**src/core/tmr2_params.svh**
```systemverilog
// constants for the timer 2 capture/reload counter
`ifndef TMR2_PARAMS_SVH
`define TMR2_PARAMS_SVH
// special function addresses
`define TMR2_ADDR_CONTROL 8'hC8
`define TMR2_ADDR_MODE 8'hC9
`define TMR2_ADDR_CAP_LOW 8'hCA
`define TMR2_ADDR_CAP_HIGH 8'hCB
`define TMR2_ADDR_CNT_LOW 8'hCC
`define TMR2_ADDR_CNT_HIGH 8'hCD
// control register bit positions
`define TMR2_BIT_OVF 7
`define TMR2_BIT_EXF 6
`define TMR2_BIT_RCLK 5
`define TMR2_BIT_TRANSMIT_BAUD_SELECT 4
`define TMR2_BIT_TRIGEN 3
`define TMR2_BIT_RUN 2
`define TMR2_BIT_SRC 1
`define TMR2_BIT_CPRL 0
// mode register bit positions
`define TMR2_BIT_UPDOWN 0
// reset values
`define TMR2_RST_CONTROL 8'h00
`define TMR2_RST_MODE 8'h00
`define TMR2_RST_BYTE 8'h00
// internal tick divider: one tick every twelve core clocks
`define TMR2_TICK_DIV 12
`endif

```
**src/core/tmr2_pkg.sv**
```systemverilog
// types for the timer 2 capture/reload counter
package tmr2_pkg;
   // special function register access from the core
   typedef struct packed {
      logic [7:0] addr;
      logic [7:0] wdata;
      logic wr;
      logic rd;
      logic bit_wr;
      logic [2:0] bit_sel;
      logic bit_val;
   } tmr2_sfr_req_t;
   // events toward the serial port and interrupt logic
   typedef struct packed {
      logic rx_baud_tick;
      logic tx_baud_tick;
      logic irq;
   } tmr2_evt_t;
endpackage : tmr2_pkg

```
**src/core/tmr2_counter.sv**
```systemverilog
// timer 2 capture/reload counter with its special function registers
`timescale 1ns/100ps
`default_nettype none
`include "tmr2_params.svh"
// What this block does
// - overflow sets control bit 7, software clears
// - no overflow flag while baud select set
// - trigger capture or reload sets bit 6
// - external flag requests interrupt when enabled
// - up/down mode blocks external flag interrupt
// - receive baud from overflow when bit 5
// - transmit baud from overflow when bit 4
// - trigger enable bit 3, not when baud
// - run bit 2 starts, halts, keeps count
// - source select: internal tick or pin edges
// - capture select copies count on trigger
// - reload on overflow and on trigger when capture select clear
// - baud mode forces auto-reload on overflow
// - capture/reload is a 16-bit byte pair
// - control resets zero, bit addressable
// - trigger pin and count pin inputs
module tmr2_counter #(
   parameter int TICK_DIV = `TMR2_TICK_DIV
) (
   input wire logic clk,
   input wire logic srst,
   input wire tmr2_pkg::tmr2_sfr_req_t sfr_req,
   output logic [7:0] sfr_rdata,
   output logic sfr_hit,
   input wire logic timer_irq_enable,
   input wire logic timer1_overflow,
   input wire logic count_pin,
   input wire logic trigger_pin,
   output tmr2_pkg::tmr2_evt_t evt
);
   // =============================================================
   // registers
   logic [7:0] timer_control;
   logic [7:0] timer_mode;
   logic [7:0] capture_reload_low;
   logic [7:0] capture_reload_high;
   logic [7:0] count_low;
   logic [7:0] count_high;
   logic [7:0] next_control;
   logic [7:0] next_mode;
   logic [7:0] next_cap_low;
   logic [7:0] next_cap_high;
   logic [7:0] next_cnt_low;
   logic [7:0] next_cnt_high;
   logic [3:0] tick_cnt;
   logic ovf_pulse;

   // =============================================================
   // pin edges
   logic count_fall;
   logic trig_fall;
   tmr2_sync_edge u_count_edge (
      .clk(clk),
      .srst(srst),
      .pin(count_pin),
      .fall(count_fall)
   );
   tmr2_sync_edge u_trig_edge (
      .clk(clk),
      .srst(srst),
      .pin(trigger_pin),
      .fall(trig_fall)
   );

   // =============================================================
   // internal tick divider
   localparam logic [3:0] TICK_LAST = 4'(TICK_DIV - 1);
   wire tick = (tick_cnt == TICK_LAST);
   always_ff @(posedge clk) begin
      if (srst) tick_cnt <= 4'h0;
      else tick_cnt <= tick ? 4'h0 : tick_cnt + 4'h1;
   end

   // =============================================================
   // control field decode
   wire overflow_flag = timer_control[`TMR2_BIT_OVF];
   wire external_flag = timer_control[`TMR2_BIT_EXF];
   wire receive_baud_select = timer_control[`TMR2_BIT_RCLK];
   wire transmit_baud_select = timer_control[`TMR2_BIT_TRANSMIT_BAUD_SELECT];
   wire trigger_enable = timer_control[`TMR2_BIT_TRIGEN];
   wire run_bit = timer_control[`TMR2_BIT_RUN];
   wire source_select = timer_control[`TMR2_BIT_SRC];
   wire capture_reload_select = timer_control[`TMR2_BIT_CPRL];
   wire up_down_mode_bit = timer_mode[`TMR2_BIT_UPDOWN];
   wire baud_mode = receive_baud_select | transmit_baud_select;

   // =============================================================
   // count, overflow and trigger events
   wire [15:0] count = {count_high, count_low};
   wire [15:0] reload_val = {capture_reload_high, capture_reload_low};
   wire count_evt = run_bit & (source_select ? count_fall : tick);
   wire overflow = count_evt & (count == 16'hFFFF);
   wire trig_evt = trig_fall & trigger_enable & ~baud_mode;
   wire do_capture = trig_evt & capture_reload_select;
   // reload on overflow or trigger, forced in baud mode
   wire reload_mode = ~capture_reload_select | baud_mode;
   wire do_reload = (overflow & reload_mode)
      | (trig_evt & ~capture_reload_select);
   wire set_ovf = overflow & ~baud_mode;
   wire set_exf = trig_evt;

   // =============================================================
   // register write decode
   function automatic logic addr_is(input logic [7:0] a,
                                    input logic [7:0] want);
      addr_is = (a == want);
   endfunction : addr_is
   wire wr_ctl = sfr_req.wr & addr_is(sfr_req.addr, `TMR2_ADDR_CONTROL);
   wire bw_ctl = sfr_req.bit_wr & addr_is(sfr_req.addr, `TMR2_ADDR_CONTROL);
   wire wr_mode = sfr_req.wr & addr_is(sfr_req.addr, `TMR2_ADDR_MODE);
   wire wr_capl = sfr_req.wr & addr_is(sfr_req.addr, `TMR2_ADDR_CAP_LOW);
   wire wr_caph = sfr_req.wr & addr_is(sfr_req.addr, `TMR2_ADDR_CAP_HIGH);
   wire wr_cntl = sfr_req.wr & addr_is(sfr_req.addr, `TMR2_ADDR_CNT_LOW);
   wire wr_cnth = sfr_req.wr & addr_is(sfr_req.addr, `TMR2_ADDR_CNT_HIGH);

   // control: software write, then hardware sets win over clears
   logic [7:0] sw_control;
   always_comb begin
      sw_control = timer_control;
      if (wr_ctl) sw_control = sfr_req.wdata;
      else if (bw_ctl) sw_control[sfr_req.bit_sel] = sfr_req.bit_val;
      next_control = sw_control;
      if (set_ovf) next_control[`TMR2_BIT_OVF] = 1'b1;
      if (set_exf) next_control[`TMR2_BIT_EXF] = 1'b1;
   end

   // mode register holds only its low bit
   assign next_mode = wr_mode ? {7'h00, sfr_req.wdata[0]} : timer_mode;

   // capture pair: capture overrides a same-cycle write
   assign next_cap_low = do_capture ? count_low
      : (wr_capl ? sfr_req.wdata : capture_reload_low);
   assign next_cap_high = do_capture ? count_high
      : (wr_caph ? sfr_req.wdata : capture_reload_high);

   // count: reload, increment, then software byte writes
   logic [15:0] next_count;
   always_comb begin
      next_count = count;
      if (do_reload) next_count = reload_val;
      else if (count_evt) next_count = count + 16'h0001;
      if (wr_cntl) next_count[7:0] = sfr_req.wdata;
      if (wr_cnth) next_count[15:8] = sfr_req.wdata;
   end
   assign next_cnt_low = next_count[7:0];
   assign next_cnt_high = next_count[15:8];

   // =============================================================
   // register state
   always_ff @(posedge clk) begin
      if (srst) begin
         timer_control <= `TMR2_RST_CONTROL;
         timer_mode <= `TMR2_RST_MODE;
         capture_reload_low <= `TMR2_RST_BYTE;
         capture_reload_high <= `TMR2_RST_BYTE;
         count_low <= `TMR2_RST_BYTE;
         count_high <= `TMR2_RST_BYTE;
      end else begin
         timer_control <= next_control;
         timer_mode <= next_mode;
         capture_reload_low <= next_cap_low;
         capture_reload_high <= next_cap_high;
         count_low <= next_cnt_low;
         count_high <= next_cnt_high;
      end
   end

   // overflow pulse registered for the serial port
   always_ff @(posedge clk) begin
      if (srst) ovf_pulse <= 1'b0;
      else ovf_pulse <= overflow;
   end

   // =============================================================
   // read path
   always_ff @(posedge clk) begin
      if (srst) begin
         sfr_rdata <= 8'h00;
      end else if (sfr_req.rd) begin
         unique case (sfr_req.addr)
            `TMR2_ADDR_CONTROL: sfr_rdata <= timer_control;
            `TMR2_ADDR_MODE: sfr_rdata <= timer_mode;
            `TMR2_ADDR_CAP_LOW: sfr_rdata <= capture_reload_low;
            `TMR2_ADDR_CAP_HIGH: sfr_rdata <= capture_reload_high;
            `TMR2_ADDR_CNT_LOW: sfr_rdata <= count_low;
            `TMR2_ADDR_CNT_HIGH: sfr_rdata <= count_high;
            default: sfr_rdata <= 8'h00;
         endcase
      end
   end
   assign sfr_hit = (sfr_req.addr >= `TMR2_ADDR_CONTROL)
      && (sfr_req.addr <= `TMR2_ADDR_CNT_HIGH);

   // =============================================================
   // baud clock selection and interrupt request
   always_ff @(posedge clk) begin
      if (srst) begin
         evt <= '0;
      end else begin
         evt.rx_baud_tick <= receive_baud_select ? ovf_pulse
            : timer1_overflow;
         evt.tx_baud_tick <= transmit_baud_select ? ovf_pulse
            : timer1_overflow;
         evt.irq <= timer_irq_enable & (overflow_flag
            | (external_flag & ~up_down_mode_bit));
      end
   end
endmodule : tmr2_counter
`default_nettype wire

```
**src/core/tmr2_sync_edge.sv**
```systemverilog
// two-flop synchroniser with falling edge detector
`timescale 1ns/100ps
`default_nettype none
module tmr2_sync_edge (
   input wire logic clk,
   input wire logic srst,
   input wire logic pin,
   output logic fall
);
   logic meta;
   logic sync;
   logic last;
   // meta is read only by sync
   always_ff @(posedge clk) begin
      if (srst) begin
         meta <= 1'b1;
         sync <= 1'b1;
         last <= 1'b1;
      end else begin
         meta <= pin;
         sync <= meta;
         last <= sync;
      end
   end
   // high to low between two samples
   assign fall = last & ~sync;
endmodule : tmr2_sync_edge
`default_nettype wire

```
**config.mk**
```make
export PLATFORM = sky130hd
export DESIGN_NAME = tmr2_counter
export DESIGN_NICKNAME = d
export VERILOG_FILES = /design/src/core/tmr2_pkg.sv /design/src/core/tmr2_counter.sv /design/src/core/tmr2_sync_edge.sv
export VERILOG_INCLUDE_DIRS = /design/src /design/src/core
export SDC_FILE = /design/constraint.sdc
export NUM_CORES = 1
export LEC_CHECK = 0
export BUFFER_PORTS_ARGS = -buffer_cell sky130_fd_sc_hd__buf_2
export CAP_MARGIN = 25
export CORE_MARGIN = 2
export CORE_UTILIZATION = 35
export CTS_CLUSTER_DIAMETER = 40
export DETAILED_ROUTE_END_ITERATION = 10
export HOLD_SLACK_MARGIN = 0.12
export MAX_ROUTING_LAYER = met4
export SETUP_SLACK_MARGIN = 0.05
export SLEW_MARGIN = 0
export SYNTH_ARGS = -nofsm -noshare
export SYNTH_HDL_FRONTEND = slang
export SYNTH_SLANG_ARGS = --single-unit
export TNS_END_PERCENT = 5
```
**constraint.sdc**
```tcl
create_clock -name clk -period 2.57 [get_ports clk]
set_clock_uncertainty 0.1 [all_clocks]
set_input_delay 0.1285 -clock clk [delete_from_list [all_inputs] [get_ports clk]]
set_output_delay 0.1285 -clock clk [all_outputs]
set_load 0.05 [all_outputs]
```
# [Yosys cells after proc, flatten, opt, wreduce, memory -nomap -nowiden]
# Index checks and enable logic that the tools add are counted.
[classes] mux=19 eq_ne=8 magnitude_cmp=4 reduce_logical=10 n_addsub=2 bitwise=28
[ops] op="$mux W8" count=8
[ops] op="$eq A8 B8 Y1 const B" count=6
[ops] op="$pmux W8 S6" count=1
[ops] op="$mux W16" count=2
[ops] op="$and A1 B1 Y1" count=19
[ops] op="$add A16 B1 Y16 const B" count=1
[ops] op="$eq A16 B16 Y1 const B" count=1
[ops] op="$reduce_bool A3 Y1" count=4
[ops] op="$bwmux W8" count=1
[ops] op="$ge A8 B8 Y1 const B" count=1
[ops] op="$le A8 B8 Y1 const B" count=1
[ops] op="$mux W1" count=6
[ops] op="$reduce_bool A2 Y1" count=3
[ops] op="$not A1 Y1" count=5
[ops] op="$add A4 B1 Y4 const B" count=1
[ops] op="$eq A4 B4 Y1 const B" count=1
[ops] op="$lt A3 B4 Y1 const B" count=1
[ops] op="$or A1 B1 Y1" count=4
[ops] op="$demux W1 S3" count=1
[ops] op="$ge A3 B1 Y1 const B" count=1
[ops] op="$logic_and A1 B1 Y1" count=2
[ops] op="$reduce_or A2 Y1" count=1
[word_totals] reg_bits=63 input_bits=29 wordCells=91 output_inout_bits=12

# [Longest topological paths before layout]
# Gate-level depths: netlist of the first run.
[logic_depth] depth_word=9 ltp_mapped=9 ltp_nobuf=7

# [Modules after synthesis]
# Synthesis of the first run repeated with hierarchy kept, for this count alone.
[unflattened] cells_unflattened=408 hier_area_um2=3494.6
[by_module_without_submodules] mod="tmr2_counter" cells_each=394 area_per_inst_um2=3324.4 n_inst=1 seq_area_each_um2=1141.1
[by_module_without_submodules] mod="tmr2_sync_edge" cells_each=7 area_per_inst_um2=85.1 n_inst=2 seq_area_each_um2=60.1

# [Worst setup path after synthesis of the first run]
# Ideal clock, no wire load.
[synth_path] path_kind="input port to flip-flop" startpoint="input sfr_req[20] in the netlist's numbering" endpoint="register sfr_rdata[6]" required_time_ns=2.410 arrival_ns=2.017 cell_stages=6 path_buffers=1 setup_slack_ns=0.392 setup_time_ns=0.060 path_cell_list="and4bb_2 > nand2_4 > a21oi_1 > and3b_1 > clkbuf_1 > a22o_1"
[synth_via] elab_chain_len=2 elab_cells_between_ends=7 cone_classes="eq/ne (6); mux (1)"
[synth_lines] item="start, declared" line="tmr2_counter.sv:27" source="input wire tmr2_pkg::tmr2_sfr_req_t sfr_req,"
[synth_lines] item="$eq A8 B8 Y1" line="tmr2_counter.sv:185" source="unique case (sfr_req.addr)"
[synth_lines] item="$pmux W8 S6 *" line="tmr2_counter.sv:185"
[synth_lines] item="end signal, assigned" line="tmr2_counter.sv:186" source="`TMR2_ADDR_CONTROL: sfr_rdata <= timer_control;"
[synth_lines] item="end signal, assigned" line="tmr2_counter.sv:187" source="`TMR2_ADDR_MODE: sfr_rdata <= timer_mode;"
[synth_lines] item="end signal, assigned" line="tmr2_counter.sv:188" source="`TMR2_ADDR_CAP_LOW: sfr_rdata <= capture_reload_low;"
[synth_lines] item="end, declared" line="tmr2_counter.sv:28" source="output logic [7:0] sfr_rdata,"
# Mark *: on every way between the ends. The rest lies on a longest branch, timed or not.
# A chain may end at the register's enable or synchronous reset.

# [Worst setup path in the final report of the first run]
[layout_path] startpoint="register tick_cnt[0]" endpoint="register count_high[3]"
[layout_via] elab_chain_len=8 elab_cells_between_ends=9 cone_classes="eq/ne (1); mux (3); bitwise (4); reduce/logical (1)"
[layout_lines] item="start, declared" line="tmr2_counter.sv:50" source="logic [3:0] tick_cnt;"
[layout_lines] item="start signal, assigned" line="tmr2_counter.sv:76" source="else tick_cnt <= tick ? 4'h0 : tick_cnt + 4'h1;"
[layout_lines] item="$eq A4 B4 Y1 *" line="tmr2_counter.sv:73" source="wire tick = (tick_cnt == TICK_LAST);"
[layout_lines] item="$mux W1 *" line="tmr2_counter.sv:96" source="wire count_evt = run_bit & (source_select ? count_fall : tick);"
[layout_lines] item="$and A1 B1 Y1 *" line="tmr2_counter.sv:96"
[layout_lines] item="$and A1 B1 Y1" line="tmr2_counter.sv:97" source="wire overflow = count_evt & (count == 16'hFFFF);"
[layout_lines] item="$and A1 B1 Y1" line="tmr2_counter.sv:102" source="wire do_reload = (overflow & reload_mode)"
[layout_lines] item="$or A1 B1 Y1" line="tmr2_counter.sv:103" source="| (trig_evt & ~capture_reload_select);"
[layout_lines] item="$mux W16" line="tmr2_counter.sv:145" source="if (do_reload) next_count = reload_val;"
[layout_lines] item="$mux W8" line="tmr2_counter.sv:148" source="if (wr_cnth) next_count[15:8] = sfr_req.wdata;"
[layout_lines] item="end signal, assigned" line="tmr2_counter.sv:162" source="count_high <= `TMR2_RST_BYTE;"
[layout_lines] item="end signal, assigned" line="tmr2_counter.sv:169" source="count_high <= next_cnt_high;"
[layout_lines] item="end, declared" line="tmr2_counter.sv:43" source="logic [7:0] count_high;"
# Marked as above.

==> flow_summary_export.csv, run 1 <==
group,metric,value,unit
yosys,syn-num-nets,458,
global_routing,grt_residual_overflow,0,
place,place_ws,419.6,ps
routing,drt_iter0_drc,277,
global_routing,grt_pass1_wl,17.53,mm
sta,postLayoutSetupSlackWorst,380.8,ps
power_and_ir_drop,power_switching,531.3,uW
yosys,ys_top_cells_by_area,"sky130_fd_sc_hd__dfxtp_1 35%, sky130_fd_sc_hd__mux2i_1 8.3%, sky130_fd_sc_hd__nor2_1 5.8%",
layout,nFillCells,1044,
setup_path,flop2flop_setup_slack,380,ps
routing,vias_per_cell,5.751,
yosys,synth.cells.most_frequent,"63 x sky130_fd_sc_hd__dfxtp_1, 56 x sky130_fd_sc_hd__nor2_1, 48 x sky130_fd_sc_hd__nand2_1",
power_and_ir_drop,power.share.sequential,48.3,%
place,hpwlAfterDp,7.978,mm
setup_path,start_kind,"register",
yosys,synth.cell_area,0.003632,mm^2
yosys,yosysWarnings,0,
job,cap_viol_max_count,0,
routing,drt_first_pass_iters,6,
global_routing,largest_net_degree_at_the_start_of_global_routing,33,
sta,setup_repair_after_global_routing_missed_its_margin,"false",
place,routabilityCongestion,0.9510,
hold_path,holdCritPathClass,"primary input to register",
power_and_ir_drop,vdd.ir_drop.worst,0.0001726,V
die,die-area,0.01121,mm^2
hold_path,hp-start,"sfr_req[6]",
yosys,yosysMostFrequentCell,"sky130_fd_sc_hd__dfxtp_1",
setup_path,slowest_stage,"sky130_fd_sc_hd__a221o_1",
routing,drt.antenna.violating_nets,0,
clock_tree,cts.repair.resized,0,
power_and_ir_drop,combinational_share_of_power,7.4,%
clock_tree,number_of_sinks_driven_by_the_clock_tree,63,
hold_path,timing.hold.worst_path_depth,3,
routing,wl_per_cell,17.89,um
yosys,synthDistinctLibCells,64,
clock_tree,cts.htree.levels,3,
layout,insertedDiodeCount,0,
sta,worst_slew_pin_slew,599.9,ps
die,dieWidth,105.9,um
routing,met2_wirelength,5.066,mm
routing,wl_met3,686,um
setup_path,endpoint_kind,"register",
place,port_buffers,40,
setup_path,path_class,"register to register",
routing,remaining_drc_errors,0,
layout,layout-drive-gt1-share,18.26,%
setup_path,critical_path_arrival,2320,ps
clock_tree,clock_buffers_created_by_tritoncts,9,
sta,min_period_over_period,85.18,%
die,pin_count,41,
clock_tree,max-clock-path-buffers,2,
yosys,synthArstFlopShare,0,%
clock_tree,clockRootBuffer,"sky130_fd_sc_hd__clkbuf_8",
setup_path,cp.required,2710,ps
clock_tree,cts.reportedPaths.clkPinSlew,70,ps
global_routing,number_of_global_route_vias_before_repair,3278,
die,initial_standard_cell_utilization_of_the_core,35.66,%
setup_path,rr_worst_depth,7,
hold_path,hold_end,"capture_reload_low[4]",
routing,route.vias.total,3554,
setup_path,cp_slowest_stage_delay,400,ps
yosys,yosysTopAreaCellShare,34.72,%
status,outcome,"finished, final reports clean",
global_routing,antenna_found_initial,0,
yosys,average_footprint_of_a_synthesized_cell,8.506,um^2
sta,max_freq,0.4568,GHz
yosys,dominantRegCellSynth,"sky130_fd_sc_hd__dfxtp_1",
sta,finalMaxSlewViolations,0,
layout,postLayoutCoreUtil,42.30,%
setup_path,cp_cell_sequence,"ha_1 -> nand4bb_1 -> a21bo_1 -> and2_1 -> a221o_1 -> a21oi_1 -> nor3_1",
sta,timing_hold_violations_final,0,
die,die_y,105.9,um
setup_path,r2r-end,"count_high[3]",
layout,final_nets,508,
sta,max_slew_margin,60.01,%
power_and_ir_drop,intPower,1523,uW
yosys,synth-edff-count,0,
die,fp.coreArea,0.01018,mm^2
yosys,synthDominantAreaCellType,"sky130_fd_sc_hd__dfxtp_1",
power_and_ir_drop,power.density,477.0,mW/mm^2
yosys,ys_seq_elements,63,
power_and_ir_drop,clock_power_share,44.3,%
clock_tree,clock_latency_on_the_worst_skew_pair,370,ps
power_and_ir_drop,totalPowerFinal,2055,uW
routing,postRouteWirelength,11.05,mm
clock_tree,clock_tree_from_tritoncts,"built",
routing,maxUsedRoutingLayer,"met4",
power_and_ir_drop,sw_frac_of_total,25.86,%
sta,final.min_clock_period,2189,ps
sta,setup_viol,0,
sta,timing.setup.tns,0,ps
setup_path,worst_r2r_startpoint,"tick_cnt[0]",
sta,fin_worst_hold_slack,137.1,ps
power_and_ir_drop,power.leakage,0.001587,uW
routing,route.layer.met1.wl,4.835,mm
yosys,ys_seq_area_share,34.72,%
die,fp-row-count,37,
global_routing,grt_util_all_layers,20.88,%
layout,synthToLayoutAreaGrowth,18.60,%
yosys,post_synth_inst_count,427,
setup_path,crit_path_max_fo,10,
## routing by layer
layer  global-route usage, %  vias up
met4                   11.28        0
met3                   4.762       44
met5                       -        -
met2                   31.01      129
met1                   26.30     1704
li1                        -     1677
## state kept, by name, summed over array words and instances (netlist names), 3 cells and up
| name | count |
|---|---|
| capture_reload_high | 8 |
| evt | 3 |
| count_low | 8 |
| capture_reload_low | 8 |
| tick_cnt | 4 |
| sfr_rdata | 8 |
| count_high | 8 |
| timer_control | 8 |
## worst max-delay path, delay by kind of cell, from the launching register on
family          cells  cell delay, ps
compound gates      3             820
fa+ha+maj           1             240
flops               1             360
simple gates        3             550
## metrics by stage
step	cells	instance area [um^2]
after global routing	618	4308
after floorplan	427	3632
after CTS	618	4308
final	618	4308
after detailed placement	587	3950
after global placement	587	3950
## worst max-delay path by stage
stage / start / endpoint / slack [ps] / cells past startpoint
global placement: tick_cnt[0] / count_high[3] / 500 / 7
detailed placement: tick_cnt[0] / count_high[3] / 420 / 7
CTS: tick_cnt[0] / count_low[1] / 390 / 8
finish: tick_cnt[0] / count_high[3] / 380 / 7
floorplan: sfr_req[20] / sfr_rdata[6] / 390 / 6
global route: tick_cnt[0] / count_high[3] / 190 / 7
## cells in the final DEF (no fill, tap or decap), types with 4 or more instances in the layout
cell                            netlist  layout
sky130_fd_sc_hd__dfxtp_1             63      63
sky130_fd_sc_hd__nor2_1              56      56
sky130_fd_sc_hd__nand2_1             48      48
sky130_fd_sc_hd__buf_2                6      40
sky130_fd_sc_hd__mux2i_1             30      30
sky130_fd_sc_hd__a211oi_1            21      21
sky130_fd_sc_hd__a21oi_1             17      17
sky130_fd_sc_hd__nand3_1             15      15
sky130_fd_sc_hd__dlygate4sd3_1        0      15
sky130_fd_sc_hd__buf_4                2      13
sky130_fd_sc_hd__nor3_1              10      10
sky130_fd_sc_hd__clkbuf_8             0      10
sky130_fd_sc_hd__xor2_1               9       9
sky130_fd_sc_hd__a22o_1               9       9
sky130_fd_sc_hd__a311oi_1             8       8
sky130_fd_sc_hd__a22oi_1              7       7
sky130_fd_sc_hd__o21ai_0              7       7
sky130_fd_sc_hd__xnor2_1              6       6
sky130_fd_sc_hd__or2_2                6       6
sky130_fd_sc_hd__nand4_1              5       5
sky130_fd_sc_hd__a31oi_1              5       5
sky130_fd_sc_hd__nand3b_1             4       4
sky130_fd_sc_hd__o21bai_1             4       4
sky130_fd_sc_hd__nor3b_1              4       4
sky130_fd_sc_hd__nand2b_1             4       4
sky130_fd_sc_hd__or3_1                4       4
sky130_fd_sc_hd__nor4_1               4       4
## power groups by stage
stage                     registers [uW]  logic (uW)  clock network (uW)
after global placement              1020         132                   0
after CTS                            993         151                 922
after global routing                 995         163                 969
final                                993         151                 910
after floorplan                     1020        69.5                   0
after detailed placement            1020         135                   0
## cells by family (layout without fill, tap and decap cells)
| group | count (synthesis) | after routing | share of synthesized area (%) |
|---|---|---|---|
| AO/OA/AOI/OAI | 98 | 98 | 20.36 |
| XOR/XNOR | 15 | 15 | 3.617 |
| adder cells (fa/ha/maj) | 2 | 2 | 0.6888 |
| buffers and inverters | 31 | 86 | 4.340 |
| flip-flops | 63 | 63 | 34.72 |
| multiplexers | 31 | 31 | 8.577 |
| AND/OR/NAND/NOR | 187 | 187 | 27.70 |
## cell type report
class	count	area, um^2	share of cell area, %
Clock buffer	10	137.6	3.195
Tap cell	136	170.2	3.950
Inverter	2	7.507	0.1743
Multi-Input combinational cell	333	2213	51.38
Timing Repair Buffer	68	447.9	10.40
Sequential cell	63	1261	29.28
Clock inverter	6	70.07	1.626
## repair_timing
action,in CTS,in global routing
setup buffers,0,0
endpoints found under the hold margin,45,0
hold buffers,15,0
(Power assumes the default switching activity.)
==> inputs of run 2 (changes only) <==
- ABC_AREA: not set -> 1
- SKIP_LAST_GASP: not set -> 1
==> run 2 against run 1 <==
  * Critical endpoint is now timer_control[2]
  * Worst hold slack gained 13 ps
  * Combinational power grew 9%
  * Clock-buffer cell count grew 2
  * Sequential cell count is the same
  * First-iteration DRC count grew 36%
  * Critical path type is now primary input to register
  * Non-clock buffer count grew 8
  * Sequential power is essentially flat
  * Final cell count grew 33%
==> flow_summary_export.csv, run 2 <==
group,metric,value,unit
status,outcome,"finished, final reports clean",
setup_path,worst_r2r_startpoint,"count_low[1]",
sta,max_slew_margin,63.53,%
layout,nFillCells,1141,
setup_path,cp_slowest_stage_delay,560,ps
global_routing,antenna_found_initial,0,
setup_path,cp.required,2720,ps
setup_path,cp_cell_sequence,"dlygate4sd3_1 -> buf_2 -> inv_1 -> nand2_1 -> nor2_4 -> nand3_2 -> inv_2 -> nand2_1 -> nand2_1 -> inv_2 -> a21oi_1 -> dlygate4sd3_1 -> a21oi_1",
die,die_y,109.5,um
place,place_ws,549.0,ps
clock_tree,clock_latency_on_the_worst_skew_pair,360,ps
yosys,synth-edff-count,0,
layout,insertedDiodeCount,0,
job,cap_viol_max_count,0,
clock_tree,clock_tree_from_tritoncts,"built",
routing,postRouteWirelength,12.74,mm
layout,multiInputGateArea,0.002213,mm^2
place,routabilityCongestion,1.012,
die,die-area,0.01199,mm^2
clock_tree,cts.reportedPaths.clkPinSlew,80,ps
yosys,synthDominantAreaCellType,"sky130_fd_sc_hd__dfxtp_1",
die,initial_standard_cell_utilization_of_the_core,35.94,%
sta,final.min_clock_period,2365,ps
clock_tree,clockRootBuffer,"sky130_fd_sc_hd__clkbuf_8",
global_routing,grt_residual_overflow,0,
routing,drt_iter0_drc,377,
layout,top_library_cells_by_usage_in_the_layout_fill_and_taps_aside,"175 x sky130_fd_sc_hd__nand2_1, 68 x sky130_fd_sc_hd__inv_1, 63 x sky130_fd_sc_hd__dfxtp_1, 60 x sky130_fd_sc_hd__nand3_1, 45 x sky130_fd_sc_hd__nor2_1",
setup_path,timing.critical_path.from,"sfr_req[20]",
yosys,ys_top_cells_by_area,"sky130_fd_sc_hd__dfxtp_1 32%, sky130_fd_sc_hd__nand2_1 17%, sky130_fd_sc_hd__nand3_1 7.8%",
sta,worst_slew_pin_slew,542.8,ps
setup_path,critical_path_arrival,2520,ps
global_routing,largest_net_degree_at_the_start_of_global_routing,39,
global_routing,grt_pass1_wl,20.40,mm
setup_path,flop2flop_setup_slack,540,ps
yosys,yosysTopAreaCellShare,32.37,%
routing,drt.antenna.violating_nets,0,
yosys,synth.cell_area,0.003896,mm^2
layout,layout-drive-gt1-share,16.86,%
die,fp-row-count,38,
yosys,syn-num-nets,640,
yosys,post_synth_inst_count,609,
power_and_ir_drop,vdd.ir_drop.worst,0.0002062,V
power_and_ir_drop,power.density,451.8,mW/mm^2
sta,setup_repair_after_global_routing_missed_its_margin,"false",
sta,max_freq,0.4229,GHz
sta,postLayoutSetupSlackWorst,205.2,ps
layout,layout.cells.most_common,"sky130_fd_sc_hd__nand2_1",
place,port_buffers,40,
routing,remaining_drc_errors,0,
yosys,yosysWarnings,0,
sta,setup_viol,0,
setup_path,critPathTopFamily,"buffers and inverters",
yosys,synth.cells.most_frequent,"175 x sky130_fd_sc_hd__nand2_1, 68 x sky130_fd_sc_hd__inv_1, 63 x sky130_fd_sc_hd__dfxtp_1",
sta,fin_worst_hold_slack,150.5,ps
routing,vias_per_cell,5.080,
routing,drt_first_pass_iters,5,
layout,final_nets,709,
setup_path,endpoint_kind,"register",
layout,finalNonFillerCells,822,
setup_path,critPathMostFrequentCell,"sky130_fd_sc_hd__nand2_1",
yosys,dominantRegCellSynth,"sky130_fd_sc_hd__dfxtp_1",
clock_tree,max-clock-path-buffers,2,
yosys,synthDistinctLibCells,40,
clock_tree,number_of_sinks_driven_by_the_clock_tree,63,
yosys,average_footprint_of_a_synthesized_cell,6.398,um^2
yosys,yosysMostFrequentCell,"sky130_fd_sc_hd__nand2_1",
routing,route.vias.total,4176,
hold_path,hp-start,"sfr_req[1]",
sta,timing_hold_violations_final,0,
sta,timing.setup.tns,0,ps
hold_path,holdCritPathClass,"primary input to register",
global_routing,grt_util_all_layers,23.19,%
setup_path,slowest_stage,"sky130_fd_sc_hd__dlygate4sd3_1",
setup_path,cp.buffers_inverters,6,
setup_path,crit_path_max_fo,10,
layout,synthToLayoutAreaGrowth,21.42,%
sta,finalMaxSlewViolations,0,
layout,sequential_cell_area_in_the_final_layout,0.001261,mm^2
yosys,ys_seq_area_share,32.37,%
die,pin_count,41,
routing,wl_per_cell,15.50,um
sta,min_period_over_period,92.01,%
yosys,synthArstFlopShare,0,%
global_routing,number_of_global_route_vias_before_repair,3818,
setup_path,start_kind,"primary input",
place,post-place-cells,780,
layout,postLayoutCoreUtil,43.64,%
clock_tree,cts.htree.levels,3,
power_and_ir_drop,power.leakage,0.001883,uW
yosys,ys_seq_elements,63,
die,fp.coreArea,0.01084,mm^2
die,dieWidth,109.5,um
clock_tree,clock_buffers_created_by_tritoncts,9,
place,hpwlAfterDp,9.435,mm
setup_path,path_class,"primary input to register",
[run 2: changes by cell type in the layout (fill, tap and decap cells not counted), moves of 12 or more]
cell,previous run,this run
sky130_fd_sc_hd__a31oi_1,5,17
sky130_fd_sc_hd__dlygate4sd3_1,15,27
sky130_fd_sc_hd__mux2i_1,30,0
sky130_fd_sc_hd__inv_2,0,19
sky130_fd_sc_hd__o21ai_1,0,16
sky130_fd_sc_hd__a211oi_1,21,0
sky130_fd_sc_hd__inv_1,2,68
sky130_fd_sc_hd__nand3_1,15,60
sky130_fd_sc_hd__a21oi_1,17,29
sky130_fd_sc_hd__nand2_1,48,175
[run 2: through the flow]
stage	power, uW	area (um^2)
after CTS	2143	4721
after detailed placement	1147	4238
final	2137	4731
after global placement	1145	4238
after global routing	2210	4731
after floorplan	1088	3896
[run 2: logic make-up after synthesis]
| family | count (synthesis) | share of synthesized area [%] |
|---|---|---|
| and+or+nand+nor | 326 | 38.38 |
| buffers and inverters | 106 | 11.08 |
| AOI/OAI and AO/OA | 102 | 15.29 |
| DFF | 63 | 32.37 |
| xor gates and xnor gates | 10 | 2.248 |
| adders and majority gates | 2 | 0.6422 |
[run 2: worst paths after layout]
check                           depth (start not counted)                end
worst max-delay path                                   13   timer_control[2]
worst min-delay path                                    4   timer_control[3]
worst max register to register                         12      count_high[6]
worst min register to register                          1  u_count_edge.sync
[run 2: layout make-up]
cell class	instances	share of cell area, %
repair buffers	76	11.37
well taps	140	3.703
clock buffers	12	3.068
flip-flops and latches	63	26.66
inverters	88	6.982
clock inverters	3	1.428
multi-input cells	440	46.79
[run 2: metal layers]
metal | part of all wire (%) | wire length (um) | global-route usage [%] | vias up
li1 | - | - | - | 2117
met1 | 45 | 5685 | 30.70 | 1844
met2 | 45 | 5775 | 34.70 | 190
met3 | 7.1 | 908 | 4.149 | 25
met4 | 2.9 | 368 | 9.855 | 0
met5 | 0 | 0 | - | -
[run 2: power by group]
part	switching [uW]	internal [uW]	total [uW]
clock network	415	569	984
logic	100	63.1	164
registers	4.36	986	990
total	520	1620	2140
[run 2: worst min-delay path, stage by stage]
cell                      delay (ps)
sky130_fd_sc_hd__buf_2           130
sky130_fd_sc_hd__nand3_1         110
sky130_fd_sc_hd__a21oi_1          80
sky130_fd_sc_hd__a21oi_1         110
[run 2: what timing repair did]
item | 4_1_cts | 5_1_grt
setup endpoints to repair | 0 | 3
hold endpoints to repair | 43 | 0
hold buffers | 27 | 0
gates resized for setup | 0 | 2
buffers inserted | 0 | 0
==> inputs of run 3 (changes only) <==
- GPL_ROUTABILITY_DRIVEN: not set -> 0
- REMOVE_ABC_BUFFERS: not set -> 1
- SYNTH_HIERARCHICAL: not set -> 1
==> run 3 against run 2 <==
  * Synthesized cell count decreased by 2.6%
  * Combinational power decreased by 9.8%
  * Die area decreased by 2.9%
  * Synthesized area decreased by 3.1%
  * Worst hold slack improved by 8.3 ps
  * Setup slack improved by 360 ps
  * Critical endpoint is now count_low[3]
==> flow_summary_export.csv, run 3 <==
group,metric,value,unit
status,outcome,"finished, final reports clean",
clock_tree,postCtsHoldBufs,19,
setup_path,start_kind,"register",
routing,remaining_drc_errors,0,
power_and_ir_drop,power.density,436.3,mW/mm^2
place,hpwlAfterDp,9.156,mm
place,placement.cell_area,0.004100,mm^2
sta,postLayoutSetupSlackWorst,568.0,ps
clock_tree,number_of_sinks_driven_by_the_clock_tree,63,
setup_path,cp_cell_sequence,"ha_1 -> nand2_2 -> nor2_4 -> nand2_2 -> nor2_4 -> nand3_4 -> nand2_8 -> nand2_1 -> nand3_1 -> nand3_1 -> nand2_1 -> inv_1",
yosys,ys_seq_elements,63,
sta,worst_slew_pin_slew,601.2,ps
setup_path,rr_worst_depth,12,
layout,layout-drive-gt1-share,12.90,%
sta,max_slew_margin,59.87,%
routing,wl_per_cell,14.97,um
clock_tree,clock_tree_from_tritoncts,"built",
sta,setup_repair_after_global_routing_missed_its_margin,"false",
setup_path,cp.required,2710,ps
global_routing,largest_net_degree_at_the_start_of_global_routing,30,
setup_path,crit_path_max_fo,17,
setup_path,cp.buffers_inverters,1,
power_and_ir_drop,power.leakage,0.001868,uW
layout,insertedDiodeCount,0,
setup_path,critPathTopFamily,"simple AND/OR/NAND/NOR gates",
clock_tree,clockRootBuffer,"sky130_fd_sc_hd__clkbuf_8",
yosys,synthDominantAreaCellType,"sky130_fd_sc_hd__dfxtp_1",
yosys,synth.cell_area,0.003777,mm^2
hold_path,hp-start,"sfr_req[18]",
hold_path,hold_end,"sfr_rdata[5]",
power_and_ir_drop,totalPowerFinal,1952,uW
yosys,post_synth_inst_count,593,
layout,final_nets,685,
yosys,synthArstFlopShare,0,%
die,fp.coreArea,0.01042,mm^2
clock_tree,clock_buffers_created_by_tritoncts,9,
routing,route.vias.total,4144,
global_routing,grt_pass1_wl,19.51,mm
die,pin_count,41,
yosys,synth-edff-count,0,
sta,setup_viol,0,
sta,finalMaxSlewViolations,0,
yosys,synthDistinctLibCells,36,
routing,vias_per_cell,5.213,
setup_path,cp_slowest_stage_delay,440,ps
setup_path,path_class,"register to register",
setup_path,worst_r2r_startpoint,"count_low[0]",
clock_tree,cts.repair.resized,0,
routing,drt_first_pass_iters,7,
power_and_ir_drop,vdd.ir_drop.worst,0.0001716,V
sta,timing_hold_violations_final,0,
setup_path,r2r-end,"count_low[3]",
yosys,yosysWarnings,6,
yosys,average_footprint_of_a_synthesized_cell,6.370,um^2
setup_path,critical_path_arrival,2140,ps
clock_tree,clock_latency_on_the_worst_skew_pair,350,ps
clock_tree,cts.htree.levels,3,
die,die_y,107.9,um
clock_tree,post_cts_setup_driven_buffer_insertion_count,0,
sta,min_period_over_period,77.90,%
layout,synthToLayoutAreaGrowth,18.45,%
yosys,yosysTopAreaCellShare,33.39,%
routing,postRouteWirelength,11.90,mm
global_routing,antenna_found_initial,0,
sta,timing.setup.tns,0,ps
hold_path,timing.hold.worst_path_depth,5,
yosys,dominantRegCellSynth,"sky130_fd_sc_hd__dfxtp_1",
die,die-area,0.01164,mm^2
hold_path,holdCritPathClass,"primary input to register",
routing,drt.antenna.violating_nets,0,
sta,fin_worst_hold_slack,158.8,ps
global_routing,number_of_global_route_vias_before_repair,3913,
setup_path,slowest_stage,"sky130_fd_sc_hd__dfxtp_1",
yosys,ys_seq_area_share,33.39,%
global_routing,grt_util_all_layers,22.46,%
layout,layout.cells.most_common,"sky130_fd_sc_hd__nand2_1",
routing,drt_iter0_drc,321,
job,cap_viol_max_count,0,
place,place_ws,579.7,ps
yosys,yosysMostFrequentCell,"sky130_fd_sc_hd__nand2_1",
layout,final_cell_area,0.004474,mm^2
setup_path,flop2flop_setup_slack,570,ps
die,dieWidth,107.9,um
yosys,synth.cells.most_frequent,"187 x sky130_fd_sc_hd__nand2_1, 79 x sky130_fd_sc_hd__inv_1, 63 x sky130_fd_sc_hd__dfxtp_1",
clock_tree,max-clock-path-buffers,2,
global_routing,grt_residual_overflow,0,
setup_path,endpoint_kind,"register",
layout,top_library_cells_by_usage_in_the_layout_fill_and_taps_aside,"187 x sky130_fd_sc_hd__nand2_1, 79 x sky130_fd_sc_hd__inv_1, 63 x sky130_fd_sc_hd__dfxtp_1, 56 x sky130_fd_sc_hd__nand3_1, 40 x sky130_fd_sc_hd__buf_2",
die,initial_standard_cell_utilization_of_the_core,36.26,%
clock_tree,cts.reportedPaths.clkPinSlew,70,ps
sta,final.min_clock_period,2002,ps
yosys,ys_top_cells_by_area,"sky130_fd_sc_hd__dfxtp_1 33%, sky130_fd_sc_hd__nand2_1 19%, sky130_fd_sc_hd__inv_1 7.9%",
sta,max_freq,0.4995,GHz
die,fp-row-count,37,
place,port_buffers,40,
-- run 3: cell types whose count changed after synthesis, sizes merged, moves of 4 or more --
cell and delta:
a22oi +5, nand2 +10, o21ai -4, nor4 +5, nand3 -7, nor2 -17, clkbuf -4
-- run 3: report_power, final --
group | internal (uW) | switching, uW | leakage [uW]
sequential | 986 | 5.25 | 0.000510
clock | 399 | 414 | 0.0000873
combinational | 55.3 | 93.0 | 0.00127
-- run 3: area by class of cell --
| class | instances | area (um^2) |
|---|---|---|
| Inverter | 87 | 331.6 |
| Timing Repair Buffer | 62 | 412.9 |
| Fill cell | 1145 | 5942 |
| Multi-Input combinational cell | 431 | 2115 |
| Tap cell | 136 | 170.2 |
| Clock buffer | 11 | 151.4 |
| Clock inverter | 5 | 32.53 |
| Sequential cell | 63 | 1261 |
-- run 3: per-layer routing --
| layer | vias up | GRT usage (%) | wire length (um) | part of all wire (%) |
|---|---|---|---|---|
| li1 | 2056 | - | - | - |
| met1 | 1909 | 29.56 | 5531 | 46 |
| met2 | 154 | 34.55 | 5317 | 45 |
| met3 | 25 | 3.814 | 803 | 6.7 |
| met4 | 0 | 8.425 | 246 | 2.1 |
| met5 | - | - | 0 | 0 |
-- run 3: kinds of logic after synthesis --
logic type	count (synthesis)	share of synthesized area, %
AND/OR/NAND/NOR	319	37.83
AO/OA/AOI/OAI	99	14.94
buffers and inverters	99	10.63
flip-flops	63	33.39
XOR/XNOR	11	2.550
adder cells (fa/ha/maj)	2	0.6624
-- run 3: stage by stage --
| stage | utilization (%) | std cells |
|---|---|---|
| finish | 42.96 | 795 |
| global route | 42.96 | 795 |
| CTS | 42.96 | 795 |
| detailed placement | 39.36 | 760 |
| global placement | 39.36 | 760 |
| floorplan | - | 581 |
-- run 3: worst max-delay path by stage --
stage | start | endpoint | slack, ps | depth (start not counted)
final | count_low[0] | count_low[3] | 570 | 12
after global routing | tick_cnt[0] | count_low[0] | 350 | 10
after CTS | srst | timer_mode[0] | 560 | 6
after detailed placement | count_low[0] | count_high[4] | 580 | 12
after global placement | count_low[0] | count_high[3] | 680 | 12
after floorplan | count_low[0] | count_high[3] | 830 | 12
-- run 3: worst reg2reg max path: cells and delay by family, from the launching register on --
kind          cells  cell delay (ps)
fa+ha+maj         1              240
buf+inv           1               40
simple gates     10             1060
flops             1              440
